File: src/tms_pkg.sv
// Shared constants and types for the transceiver mode and calibration sequencer
package tms_pkg;
   // Clock and timing figures
   localparam int          CLK_PERIOD_NS  = 40;      // 25 MHz reference clock
   localparam int          CAL_TIME_NS    = 62500;   // Filter calibration window, 62.5 us
   localparam int          PA_LEAD_NS     = 5000;    // PA drops 5 us before RF goes
   localparam int          CNT_W          = 11;
   localparam int          TAIL_W         = 7;
   // Least times round up to whole cycles
   localparam logic [10:0] CAL_CYC        = 11'((CAL_TIME_NS + CLK_PERIOD_NS - 1) / CLK_PERIOD_NS);
   localparam logic [6:0]  PA_LEAD_CYC    = 7'((PA_LEAD_NS + CLK_PERIOD_NS - 1) / CLK_PERIOD_NS);
   // Serial word layout: 14-bit data then 2-bit address, MSB first
   localparam int          WORD_W         = 16;
   localparam int          DATA_W         = 14;
   localparam int          ADDR_W         = 2;
   localparam int          DATA_LSB       = 2;
   localparam int          NUM_REGS       = 4;
   localparam logic [1:0]  MODULUS_ADDR   = 2'h1;    // Register holding the synthesizer word
   localparam logic [13:0] WORD_RESET     = 14'h0000;
   // Filter tuning
   localparam int          TUNE_W         = 8;
   localparam logic [7:0]  TUNE_MID       = 8'h80;   // Mid-range tuning at power-up
   localparam logic [10:0] REF_EDGES_EXP  = 11'h300; // Reference edges expected per window
   localparam logic [3:0]  CAL_ALL        = 4'hF;    // Discriminator, IF, RX LPF, TX LPF

   typedef enum logic [1:0]
   {
      MODE_STANDBY = 2'b00,
      MODE_RECEIVE = 2'b01,
      MODE_TRANSMIT = 2'b10
   } tms_mode_type;
endpackage : tms_pkg

File: src/tms_sequencer.sv
// Mode decode, filter calibration and PA sequencing for a TDD FSK transceiver
//
// Functional notes
// - standby on chip select low; receive select: RX/TX
// - serial writes work and registers persist in standby
// - serial words are never checked, always accepted
// - power-up resets filter tuning to mid-range
// - calibrate 62.5 us after receive; data valid after
// - calibration updates four filter settings together
// - transmitter output disabled while synthesizer unlocked
// - synthesizer set by 14-bit integer/fraction word
// - mode pin transitions into receive or transmit trigger filter alignment
// - modulus register write outside standby starts new calibration
// - writes to other registers start no calibration
// - PA stays off 62.5 us after receive falls
// - receive mode delivers sliced NRZ data
// - 16-bit word, MSB first, data then address
// - shift while enable low; load on enable rise
// - PA high 62.5 us after RF, drops 5 us early
`timescale 1ns/1ps
`default_nettype none
module tms_sequencer
(
   input  wire logic         ref_clk_in,            // 25 MHz clock
   input  wire logic         rstn_in,               // Power-up reset, active low
   input  wire logic         chip_active_select_in, // Chip active pin
   input  wire logic         receive_select_in,     // Receive select pin
   input  wire logic         ser_clk_in,            // Serial bus clock pin
   input  wire logic         ser_data_in,           // Serial bus data pin
   input  wire logic         ser_en_in,             // Serial bus enable pin
   input  wire logic         reference_freq_in,     // Reference frequency, squared
   input  wire logic         pll_lock_in,           // Synthesizer lock detect
   input  wire logic         pa_interlock_in,       // Inhibit PA while unlocked
   input  wire logic         slicer_bit_in,         // Demodulated sliced bit
   output logic [1:0]        mode_out,              // Decoded mode
   output logic [13:0]       ctrl_word0_out,        // Register 0 contents
   output logic [13:0]       synth_word_out,        // Synthesizer N/P word
   output logic [13:0]       ctrl_word2_out,        // Register 2 contents
   output logic [13:0]       ctrl_word3_out,        // Register 3 contents
   output logic              cal_busy_out,          // Calibration running
   output logic [3:0]        cal_update_out,        // One-cycle filter update strobes
   output logic [7:0]        tune_value_out,        // Filter tuning value
   output logic              rx_data_valid_out,     // Receive data valid
   output logic              rx_data_out,           // Sliced NRZ receive data
   output logic              rf_tx_on_out,          // Transmit RF path enabled
   output logic              pa_enable_out          // External PA enable
);

   typedef struct packed {
      logic [1:0]                                cs_s;
      logic [1:0]                                rs_s;
      logic [1:0]                                dat_s;
      logic [1:0]                                lock_s;
      logic [1:0]                                slc_s;
      logic [2:0]                                sck_s;
      logic [2:0]                                sen_s;
      logic [2:0]                                ref_s;
      logic [1:0]                                il_s;
      tms_pkg::tms_mode_type                     mode;
      logic [tms_pkg::WORD_W-1:0]                shift;
      logic [tms_pkg::NUM_REGS-1:0][tms_pkg::DATA_W-1:0] words;
      logic                                      cal_busy;
      logic [tms_pkg::CNT_W-1:0]                 cal_cnt;
      logic [tms_pkg::CNT_W-1:0]                 ref_cnt;
      logic [tms_pkg::CNT_W-1:0]                 tx_cnt;
      logic [tms_pkg::TAIL_W-1:0]                tail_cnt;
      logic [tms_pkg::TUNE_W-1:0]                tune;
      logic [3:0]                                cal_upd;
      logic                                      rx_bit;
      logic                                      pa_en;
      logic                                      rf_on;
   } tms_state_type;

   tms_state_type st_r;
   tms_state_type st_nxt;
   logic          load_w;
   logic          mod_write_w;
   logic          cal_start_w;

   // Pin pair to mode; chip select low wins over receive select
   function automatic tms_pkg::tms_mode_type mode_of(input logic cs, input logic rs);
      if (!cs)
         return tms_pkg::MODE_STANDBY;
      else if (rs)
         return tms_pkg::MODE_RECEIVE;
      else
         return tms_pkg::MODE_TRANSMIT;
   endfunction : mode_of

   // Next-state logic
   always_comb
   begin
      st_nxt     = st_r;
      // Synchronisers; stage 0 feeds stage 1, and for clock, enable and reference stage 1 also feeds stage 2
      st_nxt.cs_s   = {st_r.cs_s[0], chip_active_select_in};
      st_nxt.rs_s   = {st_r.rs_s[0], receive_select_in};
      st_nxt.dat_s  = {st_r.dat_s[0], ser_data_in};
      st_nxt.lock_s = {st_r.lock_s[0], pll_lock_in};
      st_nxt.slc_s  = {st_r.slc_s[0], slicer_bit_in};
      st_nxt.sck_s  = {st_r.sck_s[1:0], ser_clk_in};
      st_nxt.sen_s  = {st_r.sen_s[1:0], ser_en_in};
      st_nxt.ref_s  = {st_r.ref_s[1:0], reference_freq_in};
      st_nxt.il_s   = {st_r.il_s[0], pa_interlock_in};
      st_nxt.cal_upd = 4'h0;

      st_nxt.mode = mode_of(st_r.cs_s[1], st_r.rs_s[1]);

      // Serial shifter runs in every mode, including standby
      if (!st_r.sen_s[1] && st_r.sck_s[1] && !st_r.sck_s[2])
         st_nxt.shift = {st_r.shift[tms_pkg::WORD_W-2:0], st_r.dat_s[1]};
      load_w      = st_r.sen_s[1] && !st_r.sen_s[2];
      mod_write_w = load_w && (st_r.shift[tms_pkg::ADDR_W-1:0] == tms_pkg::MODULUS_ADDR);
      // No parity or framing check; whatever is shifted is stored
      if (load_w)
         st_nxt.words[st_r.shift[tms_pkg::ADDR_W-1:0]] = st_r.shift[tms_pkg::WORD_W-1:tms_pkg::DATA_LSB];

      // Calibration starts on entry to an active mode or on a modulus write outside standby
      cal_start_w = ((st_nxt.mode != st_r.mode) && (st_nxt.mode != tms_pkg::MODE_STANDBY))
                 || (mod_write_w && (st_nxt.mode != tms_pkg::MODE_STANDBY));
      case (st_r.mode)
         tms_pkg::MODE_RECEIVE:  st_nxt.rx_bit = st_r.slc_s[1];
         default:                st_nxt.rx_bit = 1'b0;
      endcase
      if (cal_start_w)
      begin
         // A fresh trigger restarts the full window
         st_nxt.cal_busy = 1'b1;
         st_nxt.cal_cnt  = '0;
         st_nxt.ref_cnt  = '0;
      end
      else if (st_nxt.mode == tms_pkg::MODE_STANDBY)
         st_nxt.cal_busy = 1'b0;
      else if (st_r.cal_busy)
      begin
         // Window measured in clock cycles, reference edges counted inside it
         st_nxt.cal_cnt = st_r.cal_cnt + 11'h001;
         if (st_r.ref_s[1] && !st_r.ref_s[2])
            st_nxt.ref_cnt = st_r.ref_cnt + 11'h001;
         if (st_r.cal_cnt == tms_pkg::CAL_CYC - 11'h001)
         begin
            st_nxt.cal_busy = 1'b0;
            st_nxt.cal_upd  = tms_pkg::CAL_ALL;
            // One step per window keeps the filters from jumping on a noisy count
            if (st_r.ref_cnt > tms_pkg::REF_EDGES_EXP && st_r.tune != 8'hFF)
               st_nxt.tune = st_r.tune + 8'h01;
            else if (st_r.ref_cnt < tms_pkg::REF_EDGES_EXP && st_r.tune != 8'h00)
               st_nxt.tune = st_r.tune - 8'h01;
         end
      end

      // Transmit settle count from the fall of receive select
      if (st_nxt.mode != tms_pkg::MODE_TRANSMIT || st_r.mode != tms_pkg::MODE_TRANSMIT)
         st_nxt.tx_cnt = '0;
      else if (st_r.tx_cnt != tms_pkg::CAL_CYC)
         st_nxt.tx_cnt = st_r.tx_cnt + 11'h001;

      // PA follows the settled transmit slot, gated by lock when asked
      st_nxt.pa_en = (st_nxt.mode == tms_pkg::MODE_TRANSMIT) && (st_nxt.tx_cnt == tms_pkg::CAL_CYC)
                  && (!st_r.il_s[1] || st_r.lock_s[1]);

      // RF stays up PA_LEAD_CYC cycles after the PA drops, and never without lock
      if (st_nxt.mode == tms_pkg::MODE_TRANSMIT)
         st_nxt.tail_cnt = tms_pkg::PA_LEAD_CYC;
      else if (st_r.tail_cnt != 7'h00)
         st_nxt.tail_cnt = st_r.tail_cnt - 7'h01;
      // The registered count is read so the tail lasts the full PA_LEAD_CYC
      st_nxt.rf_on = st_r.lock_s[1] && ((st_nxt.mode == tms_pkg::MODE_TRANSMIT) || (st_r.tail_cnt != 7'h00));
   end

   // State register; tuning comes up mid-range
   always_ff @(posedge ref_clk_in or negedge rstn_in)
   begin
      if (!rstn_in)
      begin
         st_r      <= '0;
         st_r.tune <= tms_pkg::TUNE_MID;
         st_r.sen_s <= 3'h7;             // Idle enable level, so no false load edge after reset
      end
      else
         st_r <= st_nxt;
   end

   // Outputs straight from state
   assign mode_out          = st_r.mode;
   assign ctrl_word0_out    = st_r.words[0];
   assign synth_word_out    = st_r.words[tms_pkg::MODULUS_ADDR];
   assign ctrl_word2_out    = st_r.words[2];
   assign ctrl_word3_out    = st_r.words[3];
   assign cal_busy_out      = st_r.cal_busy;
   assign cal_update_out    = st_r.cal_upd;
   assign tune_value_out    = st_r.tune;
   assign rx_data_valid_out = (st_r.mode == tms_pkg::MODE_RECEIVE) && !st_r.cal_busy;
   assign rx_data_out       = st_r.rx_bit & rx_data_valid_out;
   assign rf_tx_on_out      = st_r.rf_on;
   assign pa_enable_out     = st_r.pa_en;
endmodule : tms_sequencer
`default_nettype wire

File: config.mk
export PLATFORM = sky130hd
export DESIGN_NAME = tms_sequencer
export DESIGN_NICKNAME = d
export VERILOG_FILES = /design/src/tms_pkg.sv /design/src/tms_sequencer.sv
export SDC_FILE = /design/constraint.sdc
export NUM_CORES = 1
export LEC_CHECK = 0
export BUFFER_PORTS_ARGS = -buffer_cell sky130_fd_sc_hd__buf_2
export CORE_MARGIN = 3
export CORE_UTILIZATION = 42
export DETAILED_ROUTE_END_ITERATION = 10
export PLACE_DENSITY = 0.58
export SETUP_SLACK_MARGIN = 0.4
export SYNTH_ARGS = -nofsm -noshare
export SYNTH_HDL_FRONTEND = slang
export SYNTH_SLANG_ARGS = --single-unit
File: constraint.sdc
create_clock -name ref_clk_in -period 3.1 [get_ports ref_clk_in]
set_clock_uncertainty 0.05 [all_clocks]
set_input_delay 0.155 -clock ref_clk_in [delete_from_list [all_inputs] [get_ports ref_clk_in]]
set_output_delay 0.155 -clock ref_clk_in [all_outputs]
set_load 0.005 [all_outputs]
# --- After elaboration in Yosys (flattened, before gate mapping) ---
# Index checks and enable logic that the tools add are counted.
classes:
  add_sub_neg: 6
  n_reduce_logical: 35
  mux: 22
  magnitude_cmp: 4
  n_bitwise: 3
  n_eq_ne: 11
op_table:
  columns: ["cell", "count"]
  rows:
  - ["bitwise mux 56 bit", 1]
  - ["two-way mux 23 bit", 2]
  - ["adder 11 x 1 -> 11 bit, second input constant", 3]
  - ["two-way mux 11 bit", 3]
  - ["demux 14 bit (select 2 bit)", 1]
  - ["equality test 11 bit, second input constant", 2]
  - ["two-way mux 22 bit", 1]
  - ["two-way mux 4 bit", 4]
  - ["two-way mux 8 bit", 2]
  - ["logical AND 1 bit", 14]
  - ["two-way mux 14 bit", 1]
  - ["two-way mux 7 bit", 2]
  - ["> comparator 11 x 10 -> 1 bit, second input constant", 1]
  - ["less-than comparator 11 x 10 -> 1 bit, second input constant", 1]
  - ["!= test 11 bit, second input constant", 1]
  - ["nonzero test 2 bit", 5]
  - ["adder 8 x 1 -> 8 bit, second input constant", 1]
  - ["!= test 8 bit, second input constant", 1]
  - ["nonzero test 8 bit", 1]
  - ["subtractor 8 x 1 -> 8 bit, second input constant", 1]
  - ["nonzero test 7 bit", 1]
  - ["subtractor 7 x 1 -> 7 bit, second input constant", 1]
  - ["logical NOT 1 bit", 6]
  - ["!= test 2 bit, second input constant", 3]
  - ["other kinds (14)", 22]
totals:
  output_inout_bits: 75
  regBits: 151
  elab_cells: 106

# --- Logic depth before layout (Yosys ltp) ---
depth:
  ltp_word: 8
  mapped_depth: 12
  mapped_depth_nobuf: 12

# --- Worst setup path after synthesis ---
# Ideal clock, no wire load.
synth_timing:
  kind: "reg-to-reg"
  from: "register st_r[33] (netlist bit)"
  to: "register st_r (netlist bit tune_value_out[5])"
  t_required_ps: 2925
  arrival_time_ps: 2360
  slack_ps: 565
  period_less_slack_ps: 2535
  setup_ps: 125
  path_buffers: 0
  path_stages_with_launch: 12
  path_cell_list: "dfrtp_1 > inv_1 > ha_1 > nor4b_1 > a21oi_1 > and2_4 > inv_1 > ha_1 > nand2_1 > o311a_1 > xnor2_1 > mux2_4"
synth_via:
  elab_chain_cells: 4
synth_rtl:
  columns: ["element", "line_no", "rtl"]
  rows:
  - ["start, declared", "tms_sequencer.sv:74", "tms_state_type st_r;"]
  - ["start signal, assigned", "tms_sequencer.sv:180", "st_r <= st_nxt;"]
  - ["> comparator 11 x 10 -> 1 bit or less-than comparator 11 x 10 -> 1 bit (tied branches)", "tms_sequencer.sv:144, tms_sequencer.sv:146", null]
  - ["logical AND 1 bit, on equally long branches", "tms_sequencer.sv:144, tms_sequencer.sv:146", null]
  - ["nonzero test 2 bit (no source line)", null, null]
  - ["AND reduction 5 bit (no source line)", null, null]
# Parallel ways exist; a longest one is shown, timed or not.
# A chain may end at the register's enable or synchronous reset.

# --- Worst setup path in the final report ---
layout_timing:
  from: "register st_r[34] (netlist bit)"
  to: "register st_r (netlist bit tune_value_out[6])"
# Same word-level chain as after synthesis.

==> flow_summary.json <==
{
  "min_period_ns": 2.69,
  "drt_iter0_drc": 190,
  "cts_root_buffer": "clkbuf_16",
  "gp_congestion": 0.763,
  "max_stage_delay_ns": 0.43,
  "final_common_cell": "dfrtp_1",
  "max-vdd-ir-drop_v": 0.000391,
  "routedWlPerCell_microns": 15.8,
  "die_w_microns": 135,
  "num_vias": 4488,
  "routed_wirelength_microns": 13900,
  "async_flop_share_pct": 100,
  "stdcell_area_sq_um": 8040,
  "slew_headroom_pct": 52.7,
  "slew_viol_final": 0,
  "critPathKind": "flop to flop",
  "grt_pass1_vias": 4673,
  "post-place-ws_ns": 0.254,
  "crit_arrival_ns": 2.94,
  "power_leakage_uw": 0.00387,
  "synth_top_area_share_pct": 51.7,
  "layout_common_cells": "dfrtp_1 (144), buf_2 (84), nand2_1 (67)",
  "yosysSeqAreaShare_pct": 53.2,
  "cts.sinks": 148,
  "ff2ff_setup_slack_ns": 0.41,
  "rr_startpoint": "st_r[34]$_DFFE_PN0P_",
  "path_cells": "inv_2 -> ha_4 -> nor4b_4 -> a21oi_2 -> and2_4 -> clkinvlp_4 -> buf_12 -> fa_2 -> a21oi_4 -> o211ai_1 -> a21oi_1 -> xnor2_1 -> mux2_4",
  "drc_errors": 0,
  "yosysTopAreaCell": "dfrtp_1",
  "r2r_cells": 13,
  "period_share_pct": 86.8,
  "drtPass1Iterations": 4,
  "grt_max_degree": 77,
  "final_nets": 675,
  "dp_hpwl_microns": 9100,
  "multi_input_area_sq_um": 2760,
  "vias_per_cell": 5.10,
  "placed_area_sq_um": 7150,
  "setup_ws_ns": 0.410,
  "hp-class": "primary input to async pin",
  "synth-main-ff-cell": "dfrtp_1",
  "grt_remaining_overflow": 0,
  "syn_to_final_growth_pct": 15.3,
  "startpoint_type": "flop",
  "initial_core_util_pct": 43.4,
  "fmax_mhz": 372,
  "seq_area_sq_um": 3710,
  "syn_nets": 630,
  "synth_area_leaders": "dfrtp_1 (52%), mux2_2 (9.4%), buf_4 (7.8%)",
  "postLayoutCoreUtil_pct": 50.0,
  "crit_required_ns": 3.35,
  "tightest_slew_ns": 0.710,
  "maxCapViolCount": 0,
  "grt_pass1_wl_microns": 23600,
  "io_buffers": 85,
  "rows": 46,
  "synth_edf_count": 0,
  "status": "finished, final reports clean",
  "ys_ff_latch": 148,
  "p_per_area_nw_per_um2": 609,
  "cp_max_fo": 7,
  "cts_buffers": 17,
  "finalHoldViolCount": 0,
  "layout-drive-gt1-share_pct": 34.6,
  "syn_area_sq_um": 6970,
  "r2r_end": "tune_value_out[6]$_DFFE_PN0P_",
  "core-area_sq_um": 16100,
  "htree_levels": 4,
  "ant_nets": 0,
  "die_h_microns": 135,
  "syn_inst": 606,
  "critPathCaptureType": "flop",
  "ys_types": 65,
  "setup_viol": 0,
  "clk_path_buf_depth": 2,
  "grt_setup_unrepaired": "yes",
  "n_antenna_cell": 0,
  "crit_slowest_cell": "fa_2",
  "boundaryPins": 86,
  "fin_tns_setup_ns": 0,
  "fillers": 1415,
  "ys_warn_count": 0,
  "insertion_delay_ns": 0.41,
  "cts.reportedPaths.clkPinSlew_ns": 0.06,
  "die-area_sq_um": 18200,
  "grt_antenna_before_repair": 0,
  "avgSynthCellArea_sq_um": 11.5,
  "cts_tree": "built",
  "track_usage_pct": 16.2
}
==> timing repair <==
| item | CTS | global route |
|---|---|---|
| setup buffers | 8 | 2 |
| gates resized for setup | 13 | 8 |
| setup endpoints to repair | 4 | 4 |
| pin swaps | 8 | 8 |
| hold buffers | 10 | 0 |
| hold endpoints to repair | 81 | 0 |
==> Yosys cell counts, drive strengths merged (10+ instances only) <==
library cell	n
ha	12
nor2	36
buf	83
a21oi	12
xnor2	18
dfrtp	144
o21ai	23
mux2	64
nand2	68
nand4	11
xor2	10
inv	13
nor3	11
==> sequential cells by signal, indices dropped and copies added, names as in the netlist <==
signal	cells
st_r	66
ctrl_word0_out	14
ctrl_word2_out	14
ctrl_word3_out	14
synth_word_out	14
st_nxt	12
tune_value_out	8
mode_out	2
cal_busy_out	1
cal_update_out	1
pa_enable_out	1
rf_tx_on_out	1
==> area by class of cell <==
cell class	instances	share of cell area, %
Timing Repair Buffer	111	8.42
Sequential cell	148	46.2
Inverter	13	0.654
Tap cell	216	3.36
Clock inverter	12	1.49
Multi-Input combinational cell	360	34.4
Clock buffer	20	5.56
==> power breakdown <==
| group | internal (uW) | switching [uW] | total, uW |
|---|---|---|---|
| Sequential | 2160 | 196 | 2360 |
| Clock | 1140 | 832 | 1970 |
| Combinational | 314 | 248 | 561 |
| Total | 3620 | 1280 | 4890 |
==> routing by layer <==
metal | share of wire [%] | up-vias | GRT usage, %
li1 | - | 2123 | -
met1 | 44 | 2230 | 20.4
met2 | 49 | 119 | 26.7
met3 | 5.6 | 16 | 5.40
met4 | 1.3 | 0 | 4.98
met5 | 0 | - | 0
==> metrics by stage <==
stage	power, uW	hold WS, ns	std cells
global placement	2930	0.184	828
floorplan	2830	-0.191	606
CTS	4960	0.301	878
detailed placement	2950	0.196	828
global route	5140	0.302	880
finish	4890	0.295	880
==> worst max path at each step <==
stage,start,endpoint,cells after the start
2_1_floorplan,st_r[33]$_DFFE_PN0P_,tune_value_out[5]$_DFFE_PN0P_,11
3_3_place_gp,st_r[33]$_DFFE_PN0P_,tune_value_out[5]$_DFFE_PN0P_,11
3_5_place_dp,st_r[33]$_DFFE_PN0P_,tune_value_out[7]$_DFFE_PN1P_,12
4_1_cts,st_r[34]$_DFFE_PN0P_,tune_value_out[6]$_DFFE_PN0P_,13
5_1_grt,st_r[33]$_DFFE_PN0P_,tune_value_out[6]$_DFFE_PN0P_,13
6_report,st_r[34]$_DFFE_PN0P_,tune_value_out[6]$_DFFE_PN0P_,13
==> worst max-delay path, delay by kind of cell (launching register included) <==
kind,cells,cell delay (ns)
AOI/OAI and AO/OA,4,0.64
adders and majority gates,2,0.58
DFF,1,0.36
and+or+nand+nor,2,0.31
buffers and inverters,3,0.30
muxes,1,0.26
xor gates and xnor gates,1,0.09
==> cells by family (layout without fill, tap and decap cells) <==
logic type	after synthesis	after routing	share of synthesized area [%]
and+or+nand+nor	192	192	14.6
adders and majority gates	13	13	2.44
AOI/OAI and AO/OA	62	62	6.11
buffers and inverters	98	156	9.34
xor gates and xnor gates	28	28	3.52
DFF	148	148	53.2
muxes	65	65	10.8
No activity file was read; power rests on OpenSTA's default activity.
